`src/io_port_pkg.sv`:
```
// constants and types shared by the configurable i/o port block
package io_port_pkg;

  // port numbering, a..g
  localparam int NUM_PORTS = 7;
  localparam int PIN_W     = 8;
  localparam int PORT_A    = 0;
  localparam int PORT_B    = 1;
  localparam int PORT_C    = 2;
  localparam int PORT_D    = 3;
  localparam int PORT_E    = 4;
  localparam int PORT_F    = 5;
  localparam int PORT_G    = 6;
  localparam int NUM_IMC   = 3;

  // host register address: port number in the upper bits, register below
  localparam int ADDR_W       = 7;
  localparam int PORT_SEL_LSB = 4;
  localparam int PORT_SEL_W   = 3;
  localparam int REG_SEL_W    = 4;

  localparam logic [3:0] REG_PIN_LEVEL  = 4'h0;
  localparam logic [3:0] REG_OUT_VALUE  = 4'h1;
  localparam logic [3:0] REG_DIRECTION  = 4'h2;
  localparam logic [3:0] REG_DRIVE      = 4'h3;
  localparam logic [3:0] REG_ENABLE_OUT = 4'h4;
  localparam logic [3:0] REG_LOGIC_OUT  = 4'h5;
  localparam logic [3:0] REG_IMC_OUT    = 4'h6;

  // widths of usable pins per port
  localparam logic [7:0] MASK_FULL   = 8'hFF;
  localparam logic [7:0] MASK_PORT_D = 8'h0F;
  localparam logic [7:0] MASK_NONE   = 8'h00;

  // reset values of software registers
  localparam logic [7:0] OUT_RESET   = 8'h00;
  localparam logic [7:0] DIR_RESET   = 8'h00;
  localparam logic [7:0] DRIVE_RESET = 8'h00;

  // ports whose drive select picks open drain (a, b, e, g); others slew
  localparam logic [6:0] OPEN_DRAIN_PORTS = 7'h53;

  // input macrocell modes
  typedef enum logic [1:0] {
    IMC_PASS  = 2'b00,
    IMC_REG   = 2'b01,
    IMC_LATCH = 2'b10
  } imc_mode_t;

endpackage : io_port_pkg

```
`src/io_port_block.sv`:
```
// configurable i/o port block: seven ports, host registers, pin muxing
`timescale 1ns/1ps

module io_port_block (
  // clock and reset
  input  wire logic                     sys_clk,
  input  wire logic                     resetn,
  // host register port, synchronous to sys_clk
  input  wire logic [6:0]               reg_addr,
  input  wire logic [7:0]               reg_wdata,
  input  wire logic                     write_strobe_input,
  input  wire logic                     read_strobe,
  output logic      [7:0]               reg_rdata,
  // stored configuration
  input  wire logic                     cfg_bus16,
  input  wire logic [2:0][7:0]          cfg_array_sel,
  input  wire logic [2:0][7:0][1:0]     cfg_imc_mode,
  // logic array signals
  input  wire logic [7:0]               macrocell_group_a_outputs,
  input  wire logic [7:0]               macrocell_group_b_outputs,
  input  wire logic [7:0]               external_select_outputs,
  input  wire logic [2:0][7:0]          enable_product_term,
  input  wire logic [2:0]               imc_clock_term,
  output logic      [2:0][7:0]          input_macrocell,
  output logic      [3:0]               port_d_direct,
  // pins, a..g
  input  wire logic [6:0][7:0]          pin_in,
  output logic      [6:0][7:0]          pin_out,
  output logic      [6:0][7:0]          pin_oe,
  output logic      [6:0][7:0]          pin_fast_slew
);

  // usable software pins of a port; port f and 16-bit port g are bus pins
  function automatic logic [7:0] port_mask(input int p, input logic bus16);
    if (p == io_port_pkg::PORT_D) begin
      port_mask = io_port_pkg::MASK_PORT_D;
    end else if (p == io_port_pkg::PORT_F) begin
      port_mask = io_port_pkg::MASK_NONE;
    end else if (p == io_port_pkg::PORT_G && bus16) begin
      port_mask = io_port_pkg::MASK_NONE;
    end else begin
      port_mask = io_port_pkg::MASK_FULL;
    end
  endfunction : port_mask

  logic [6:0][7:0] out_q;
  logic [6:0][7:0] dir_q;
  logic [6:0][7:0] drive_q;
  logic [6:0][7:0] in_s1_q;
  logic [6:0][7:0] in_s2_q;
  logic [6:0][7:0] pin_out_q;
  logic [6:0][7:0] pin_oe_q;
  logic [6:0][7:0] slew_q;
  logic [2:0][7:0] imc_q;
  logic [2:0]      clk_term_q;
  logic [7:0]      rdata_q;

  logic [6:0][7:0] mask;
  logic [6:0][7:0] arr_sel;
  logic [6:0][7:0] arr_val;
  logic [6:0][7:0] arr_en;
  logic [6:0][7:0] val_d;
  logic [6:0][7:0] en_d;
  logic [6:0][7:0] pin_out_d;
  logic [6:0][7:0] pin_oe_d;
  logic [6:0][7:0] slew_d;
  logic [2:0]      term_rise;
  logic [2:0][7:0] imc_view;

  // host address split
  wire [2:0] port_sel = reg_addr[6:4];
  wire [3:0] reg_sel  = reg_addr[3:0];
  wire       wr_out   = write_strobe_input &&
                        reg_sel == io_port_pkg::REG_OUT_VALUE;
  wire       wr_dir   = write_strobe_input &&
                        reg_sel == io_port_pkg::REG_DIRECTION;
  wire       wr_drv   = write_strobe_input &&
                        reg_sel == io_port_pkg::REG_DRIVE;

  // per-port mux sources; only a..c have array outputs and enable terms
  always_comb begin
    for (int p = 0; p < io_port_pkg::NUM_PORTS; p++) begin
      mask[p]    = port_mask(p, cfg_bus16);
      arr_sel[p] = io_port_pkg::MASK_NONE;
      arr_val[p] = io_port_pkg::MASK_NONE;
      arr_en[p]  = io_port_pkg::MASK_NONE;
      if (p < io_port_pkg::NUM_IMC) begin
        arr_sel[p] = cfg_array_sel[p];
        arr_en[p]  = enable_product_term[p];
      end
    end
    arr_val[io_port_pkg::PORT_A] = macrocell_group_a_outputs;
    arr_val[io_port_pkg::PORT_B] = macrocell_group_b_outputs;
    arr_val[io_port_pkg::PORT_C] = external_select_outputs;
  end

  // output value, enable and drive style for every pin
  always_comb begin
    for (int p = 0; p < io_port_pkg::NUM_PORTS; p++) begin
      // array output overrides the data-out bit
      val_d[p] = (arr_sel[p] & arr_val[p]) | (~arr_sel[p] & out_q[p]);
      // driver on when enable term or direction bit
      en_d[p]  = (arr_en[p] | dir_q[p]) & mask[p];
      if (io_port_pkg::OPEN_DRAIN_PORTS[p]) begin
        // open drain only pulls low, never drives high
        pin_out_d[p] = val_d[p] & ~drive_q[p];
        pin_oe_d[p]  = en_d[p] & ~(drive_q[p] & val_d[p]);
        slew_d[p]    = io_port_pkg::MASK_NONE;
      end else begin
        pin_out_d[p] = val_d[p];
        pin_oe_d[p]  = en_d[p];
        slew_d[p]    = drive_q[p] & mask[p];
      end
    end
  end

  // host register writes; unusable bits stay zero
  always_ff @(posedge sys_clk) begin
    for (int p = 0; p < io_port_pkg::NUM_PORTS; p++) begin
      if (!resetn) begin
        out_q[p]   <= io_port_pkg::OUT_RESET;
        dir_q[p]   <= io_port_pkg::DIR_RESET;
        drive_q[p] <= io_port_pkg::DRIVE_RESET;
      end else if (port_sel == 3'(p)) begin
        if (wr_out) out_q[p] <= reg_wdata & mask[p];
        if (wr_dir) dir_q[p] <= reg_wdata & mask[p];
        if (wr_drv) drive_q[p] <= reg_wdata & mask[p];
      end
    end
  end

  // pin drivers come from flops so the pads see no decode glitches
  always_ff @(posedge sys_clk) begin
    if (!resetn) begin
      pin_out_q <= '0;
      pin_oe_q  <= '0;
      slew_q    <= '0;
    end else begin
      pin_out_q <= pin_out_d;
      pin_oe_q  <= pin_oe_d;
      slew_q    <= slew_d;
    end
  end

  // two-flop synchroniser on the pins; only in_s2_q is used by logic
  always_ff @(posedge sys_clk) begin
    if (!resetn) begin
      in_s1_q <= '0;
      in_s2_q <= '0;
    end else begin
      in_s1_q <= pin_in;
      in_s2_q <= in_s1_q;
    end
  end

  // input macrocells: term rising edge clocks registers, high opens latch
  assign term_rise = imc_clock_term & ~clk_term_q;
  always_ff @(posedge sys_clk) begin
    if (!resetn) begin
      clk_term_q <= '0;
      imc_q      <= '0;
    end else begin
      clk_term_q <= imc_clock_term;
      for (int p = 0; p < io_port_pkg::NUM_IMC; p++) begin
        for (int b = 0; b < io_port_pkg::PIN_W; b++) begin
          if (cfg_imc_mode[p][b] == io_port_pkg::IMC_REG &&
              term_rise[p]) begin
            imc_q[p][b] <= in_s2_q[p][b];
          end else if (cfg_imc_mode[p][b] == io_port_pkg::IMC_LATCH &&
                       imc_clock_term[p]) begin
            imc_q[p][b] <= in_s2_q[p][b];
          end
        end
      end
    end
  end

  // pass-through pins bypass the storage element
  always_comb begin
    for (int p = 0; p < io_port_pkg::NUM_IMC; p++) begin
      for (int b = 0; b < io_port_pkg::PIN_W; b++) begin
        imc_view[p][b] = (cfg_imc_mode[p][b] == io_port_pkg::IMC_PASS)
                         ? in_s2_q[p][b] : imc_q[p][b];
      end
    end
  end

  // array feeds: a-c through macrocells, d straight
  assign input_macrocell = imc_view;
  assign port_d_direct   = in_s2_q[io_port_pkg::PORT_D][3:0];

  // readback buffer: one source per read, unmapped reads zero
  wire       port_ok  = port_sel < 3'(io_port_pkg::NUM_PORTS);
  wire       imc_ok   = port_sel < 3'(io_port_pkg::NUM_IMC);
  wire [7:0] sel_mask = port_ok ? mask[port_sel] : io_port_pkg::MASK_NONE;
  wire [7:0] rd_mux   =
    !port_ok ? 8'h00 :
    reg_sel == io_port_pkg::REG_PIN_LEVEL  ?
      in_s2_q[port_sel] & sel_mask :
    reg_sel == io_port_pkg::REG_OUT_VALUE  ? out_q[port_sel] :
    reg_sel == io_port_pkg::REG_DIRECTION  ? dir_q[port_sel] :
    reg_sel == io_port_pkg::REG_DRIVE      ? drive_q[port_sel] :
    reg_sel == io_port_pkg::REG_ENABLE_OUT ? pin_oe_q[port_sel] :
    reg_sel == io_port_pkg::REG_LOGIC_OUT  ? arr_val[port_sel] :
    (reg_sel == io_port_pkg::REG_IMC_OUT && imc_ok) ?
      imc_view[port_sel[1:0]] : 8'h00;

  // read data is held until the next read strobe
  always_ff @(posedge sys_clk) begin
    if (!resetn) begin
      rdata_q <= 8'h00;
    end else if (read_strobe) begin
      rdata_q <= rd_mux;
    end
  end

  assign reg_rdata     = rdata_q;
  assign pin_out       = pin_out_q;
  assign pin_oe        = pin_oe_q;
  assign pin_fast_slew = slew_q;

  // checks
  a_reset_inputs: assert property (@(posedge sys_clk)
    !resetn |=> pin_oe == '0)
    else $error("pins not inputs after reset");

  a_reset_regs: assert property (@(posedge sys_clk)
    !resetn |=> dir_q == '0 && drive_q == '0 && out_q == '0)
    else $error("registers not at defaults after reset");

  a_oe_or_gate: assert property (@(posedge sys_clk)
    disable iff (!resetn)
    (enable_product_term[0][0] || dir_q[0][0]) && !drive_q[0][0]
    |=> pin_oe[0][0])
    else $error("enable term or direction did not enable driver");

  a_dir_only: assert property (@(posedge sys_clk)
    disable iff (!resetn)
    !enable_product_term[0][0] && !dir_q[0][0] |=> !pin_oe[0][0])
    else $error("driver on without term or direction");

  a_out_write: assert property (@(posedge sys_clk)
    disable iff (!resetn)
    wr_out && port_sel == 3'(io_port_pkg::PORT_E) && !drive_q[4][0]
    |=> ##1 pin_out[4][0] == $past(reg_wdata[0], 2))
    else $error("data-out write did not reach pin");

  a_array_wins: assert property (@(posedge sys_clk)
    disable iff (!resetn)
    cfg_array_sel[0][1] && !drive_q[0][1]
    |=> pin_out[0][1] == $past(macrocell_group_a_outputs[1]))
    else $error("array output did not override data-out");

  a_port_d_width: assert property (@(posedge sys_clk)
    disable iff (!resetn)
    out_q[3][7:4] == 4'h0 && dir_q[3][7:4] == 4'h0)
    else $error("port d upper bits set");

  a_port_f_bus: assert property (@(posedge sys_clk)
    disable iff (!resetn)
    pin_oe[5] == 8'h00)
    else $error("port f driven by port logic");

  a_level_read: assert property (@(posedge sys_clk)
    disable iff (!resetn)
    read_strobe && reg_addr == 7'h10 |=> reg_rdata == $past(in_s2_q[1]))
    else $error("pin level readback wrong");

  a_enable_read: assert property (@(posedge sys_clk)
    disable iff (!resetn)
    read_strobe && reg_addr == 7'h04 |=> reg_rdata == $past(pin_oe[0]))
    else $error("enable status readback wrong");

  a_imc_capture: assert property (@(posedge sys_clk)
    disable iff (!resetn)
    cfg_imc_mode[2][0] == io_port_pkg::IMC_REG && term_rise[2]
    |=> imc_q[2][0] == $past(in_s2_q[2][0]))
    else $error("macrocell register missed its clock term");

endmodule : io_port_block

```
`config.mk`:
```
export PLATFORM = sky130hd
export DESIGN_NAME = io_port_block
export DESIGN_NICKNAME = d
export VERILOG_FILES = /design/src/io_port_pkg.sv /design/src/io_port_block.sv
export SDC_FILE = /design/constraint.sdc
export NUM_CORES = 1
export LEC_CHECK = 0
export BUFFER_PORTS_ARGS = -buffer_cell sky130_fd_sc_hd__buf_2
export CAP_MARGIN = 20
export CORE_MARGIN = 10
export CORE_UTILIZATION = 48
export DETAILED_ROUTE_END_ITERATION = 10
export PLACE_DENSITY = 0.76
export SYNTH_ARGS = -nofsm -noshare
export SYNTH_HDL_FRONTEND = slang
export SYNTH_SLANG_ARGS = --single-unit
export TNS_END_PERCENT = 30
```
`constraint.sdc`:
```
create_clock -name sys_clk -period 1.92 [get_ports sys_clk]
set_clock_uncertainty 0.15 [all_clocks]
set_input_delay 0.192 -clock sys_clk [delete_from_list [all_inputs] [get_ports sys_clk]]
set_output_delay 0.192 -clock sys_clk [all_outputs]
set_load 0.01 [all_outputs]
```
==> results summary <==
The flow ran to the end, but the final reports show violations. The checks that failed: hold timing, setup timing. The die outline area is 0.0413 sq mm. The highest ir drop seen on vdd came out at 0.650 mV. The number of max-slew violations in the final report is 0.

Leaving out fill and tap cells, the most frequent cell in the layout is sky130_fd_sc_hd__dfxtp_1. The required arrival time at the worst endpoint is 2.17 ns. The synthesized netlist contains 71 unique library cells. The register bit total from synthesis came out at 361. The via density per instance came out at 5.53. The final period demand of the worst path is 1.96 ns. The top fanout value on the critical path came out at 3. By startpoint and endpoint, the worst setup path is classified as in2reg. The number of hold violations in the final report came to 1. Of the cells placed in the final design, the portion with a size suffix greater than 1 is 0.282.

The kind of cell with the highest combined delay along the critical path is compound AO/OA/AOI/OAI gates. For this block, the initial DRC count from the detailed router was 1396. The final layout net count came out at 2444.

The floorplan has 67 rows. Summed over all cells, the static leakage comes to 0.00986 uW. For this design the ratio of total power to cell area is 768 mW/mm^2. The power after layout is 16900 uW. Setup violations remaining at the end of the flow were counted as 2.

With fillers left out, the area of the finished cells amounts to 0.0220 sq mm. The largest single stage delay on the critical path is 0.57 ns. The share of the clock period used by the worst path after layout came out at 1.02. The fraction of synthesis flops using an asynchronous set or reset pin is 0. Walking the worst path, the cells encountered are dlygate4sd3_1 -> buf_2 -> nor2_1 -> mux2_2 -> a221oi_1 -> o2111a_1 -> o22ai_1. The number of enable-type register cells in the synthesized netlist came out at 0. The number of buffers created by CTS came out at 38. Setup repair after global routing left no endpoint under its margin.

By area the synthesized netlist is led by sky130_fd_sc_hd__dfxtp_1, sky130_fd_sc_hd__mux2i_1, sky130_fd_sc_hd__nor2b_1, sky130_fd_sc_hd__and2_1, sky130_fd_sc_hd__buf_4. Max-cap violations in this run came to 0. The die is 203 microns wide. For this run, design rule violations remaining after detail routing come to 0. In this run the cell area of the synthesized design comes to 0.0161 sq mm. The mean instance size in the synthesized netlist came out at 9.70 sq um. The worst path setup slack after routing came out at -0.0421 ns. The final core area utilization is 0.658. The deepest level of the CTS H-tree is 2. The number of setup buffers added after CTS is 0. For this configuration, the core starts out at a cell density of 0.483.

The slowest stage cell on the critical path is sky130_fd_sc_hd__dlygate4sd3_1. The critical path endpoint category is a flop. The signal arrival time at the worst endpoint came out at 2.21 ns. The type of element launching the critical path is an input pin. The final weighted congestion of routability-driven global placement is 0.968.

Derived from the worst setup path, the maximum achievable clock frequency is 0.510 GHz. The via count came out at 15000. The sum of net half-perimeters after detailed placement came out at 45600 microns.

Of the synthesized area, sequential elements account for 0.448. The remaining antenna violation count after routing is 0. In the final routed layout, each cell accounts on average for 22.7 microns.

The worst slew slack as a fraction of its limit is 0.633. The synthesized netlist cell count is 1663. Hold timing on the final database bottoms out at a slack of -0.00782 ns. The CTS root buffer is sky130_fd_sc_hd__clkbuf_16.

The clock tree from TritonCTS is done. The number of buffers inserted by port buffering came out at 325. The most used flip-flop cell after synthesis is sky130_fd_sc_hd__dfxtp_1. The number of primary I/O pins came out at 403. Including well taps, the total number of placed cells is 2476. The final non-filler cell total came out at 2721. The via count of the first global-routing pass came out at 15300.

The total routing usage reported by global routing is 0.285. The placed cell area is 0.0189 sq mm. Of all cell types, the one taking the most synthesized area is sky130_fd_sc_hd__dfxtp_1. The count of yosys warnings during synthesis came out at 0. The global-route wire length before repair came out at 92100 microns. Relative to the synthesized area, the layout overhead comes to 36.2%. The number of antenna violations at the first check in global routing came to 3. The maximum buffer depth of the clock tree came out at 3. The count of clock tree sinks is 361. The tightest min-delay check is of the in2reg type. Clock-pin slew was measured on the worst setup and hold paths at 0.06 ns. The global route total overflow came out at 0. The y dimension of the die came out at 203 microns. The clock latency of the later-clocked register in the worst-skew pair came out at 0.53 ns. In the layout the commonest cells are sky130_fd_sc_hd__dfxtp_1, sky130_fd_sc_hd__buf_2, sky130_fd_sc_hd__dlygate4sd3_1.

The region available for standard cell placement spans 0.0334 sq mm. The first detailed-routing pass ran for 7 iterations. The final layout contains routed wiring with a total length of 61800 microns.

The minimum setup slack after placement is -0.357 ns. The measured slew at the worst slew-check pin came out at 0.550 ns. The share of synthesized area in the top cell type comes to 0.448. The maximum number of pins on one net before global-route repair came out at 111. The buffer and inverter count on the worst path is 2.
[cells in the mapped netlist, types with 3 or more instances]
| library cell | instances |
|---|---|
| sky130_fd_sc_hd__a211o_1 | 3 |
| sky130_fd_sc_hd__a211oi_1 | 9 |
| sky130_fd_sc_hd__a21boi_0 | 55 |
| sky130_fd_sc_hd__a21boi_1 | 9 |
| sky130_fd_sc_hd__a21oi_1 | 31 |
| sky130_fd_sc_hd__a221o_1 | 7 |
| sky130_fd_sc_hd__a221oi_1 | 18 |
| sky130_fd_sc_hd__a22oi_1 | 5 |
| sky130_fd_sc_hd__a32o_1 | 4 |
| sky130_fd_sc_hd__and2_1 | 122 |
| sky130_fd_sc_hd__and3_1 | 9 |
| sky130_fd_sc_hd__buf_1 | 5 |
| sky130_fd_sc_hd__buf_2 | 22 |
| sky130_fd_sc_hd__buf_4 | 77 |
| sky130_fd_sc_hd__clkbuf_1 | 73 |
| sky130_fd_sc_hd__dfxtp_1 | 361 |
| sky130_fd_sc_hd__inv_1 | 21 |
| sky130_fd_sc_hd__mux2_2 | 28 |
| sky130_fd_sc_hd__mux2i_1 | 159 |
| sky130_fd_sc_hd__mux4_2 | 20 |
| sky130_fd_sc_hd__nand2_1 | 153 |
| sky130_fd_sc_hd__nand2b_1 | 14 |
| sky130_fd_sc_hd__nand3_1 | 74 |
| sky130_fd_sc_hd__nand3b_1 | 7 |
| sky130_fd_sc_hd__nor2_1 | 48 |
| sky130_fd_sc_hd__nor2b_1 | 146 |
| sky130_fd_sc_hd__nor3b_1 | 19 |
| sky130_fd_sc_hd__o2111a_1 | 3 |
| sky130_fd_sc_hd__o211ai_1 | 31 |
| sky130_fd_sc_hd__o21a_1 | 12 |
| sky130_fd_sc_hd__o21ai_0 | 26 |
| sky130_fd_sc_hd__o221a_2 | 20 |
| sky130_fd_sc_hd__o221ai_1 | 5 |
| sky130_fd_sc_hd__o22ai_1 | 4 |
| sky130_fd_sc_hd__o2bb2ai_1 | 11 |
| sky130_fd_sc_hd__or2_2 | 4 |
| sky130_fd_sc_hd__or3b_2 | 6 |
[flip-flops by register name, indices dropped and copies added (netlist names)]
register,count
pin_oe,44
in_s1_q,47
drive_q,44
dir_q,44
pin_fast_slew,12
clk_term_q,3
out_q,44
in_s2_q,43
imc_q,24
reg_rdata,8
pin_out,44
port_d_direct,4
[cell families (layout without fill, tap and decap cells)]
group,Yosys count,count (layout),share of synthesized area
simple gates,623,623,0.211
flops,361,361,0.448
compound gates,269,269,0.127
mux,207,207,0.146
buf+inv,202,742,0.0676
other cells,1,71,0.000233
[area by class of cell]
type                    count  area [sq um]
inverters                  23          86.3
fillers                  2648         11400
multi-input cells        1167          8120
flip-flops and latches    361          7240
well taps                 448           561
clock inverters            11          91.3
clock buffers              54          1120
diodes                      3          7.51
repair buffers            654          4740
[report_power, final]
part           internal [uW]  total, uW  switching, uW
clock network           4200       7180           2980
registers               7660       7760            106
logic                    966       1930            969
[metrics by stage]
| stage | setup TNS (ns) | hold WS (ns) |
|---|---|---|
| final | -0.0528 | -0.00782 |
| after global routing | 0 | 0.0210 |
| after CTS | 0 | 0.000195 |
| after detailed placement | -8.72 | 0.247 |
| after global placement | -5.35 | 0.240 |
| after floorplan | -0.162 | 0.152 |
[routing by layer]
metal,up-vias,track usage,part of all wire
met5,-,0,0
met4,0,0.101,0.035
met3,165,0.0654,0.096
met2,799,0.462,0.46
li1,6823,-,-
met1,7262,0.365,0.40
[final timing paths]
kind                                                    from                        end  slack [ns]  cells after the start
worst min-delay path            macrocell_group_a_outputs[1]      pin_out[1]$_SDFF_PN0_      -0.008                      3
worst min register to register         in_s1_q[5]$_SDFF_PN0_      in_s2_q[5]$_SDFF_PN0_        0.28                      1
worst max-delay path                        cfg_imc_mode[41]  reg_rdata[4]$_SDFFE_PN0P_       -0.04                      7
worst max register to register        in_s2_q[17]$_SDFF_PN0_  reg_rdata[1]$_SDFFE_PN0P_        0.01                      5
[worst reg2reg max path, stage by stage, from the launching register on]
cell                       delay (ns)
sky130_fd_sc_hd__dfxtp_1         0.37
sky130_fd_sc_hd__mux2_2          0.31
sky130_fd_sc_hd__a221oi_1        0.46
sky130_fd_sc_hd__buf_4           0.21
sky130_fd_sc_hd__o211ai_1        0.08
sky130_fd_sc_hd__o221a_2         0.24
[repair_timing]
| action | in CTS | in global routing |
|---|---|---|
| setup endpoints to repair | 7 | 23 |
| endpoints found under the hold margin | 180 | 0 |
| gates cloned | 0 | 0 |
| gates resized for setup | 8 | 24 |
| hold buffers | 177 | 0 |
No activity file was read; power rests on OpenSTA's default activity.
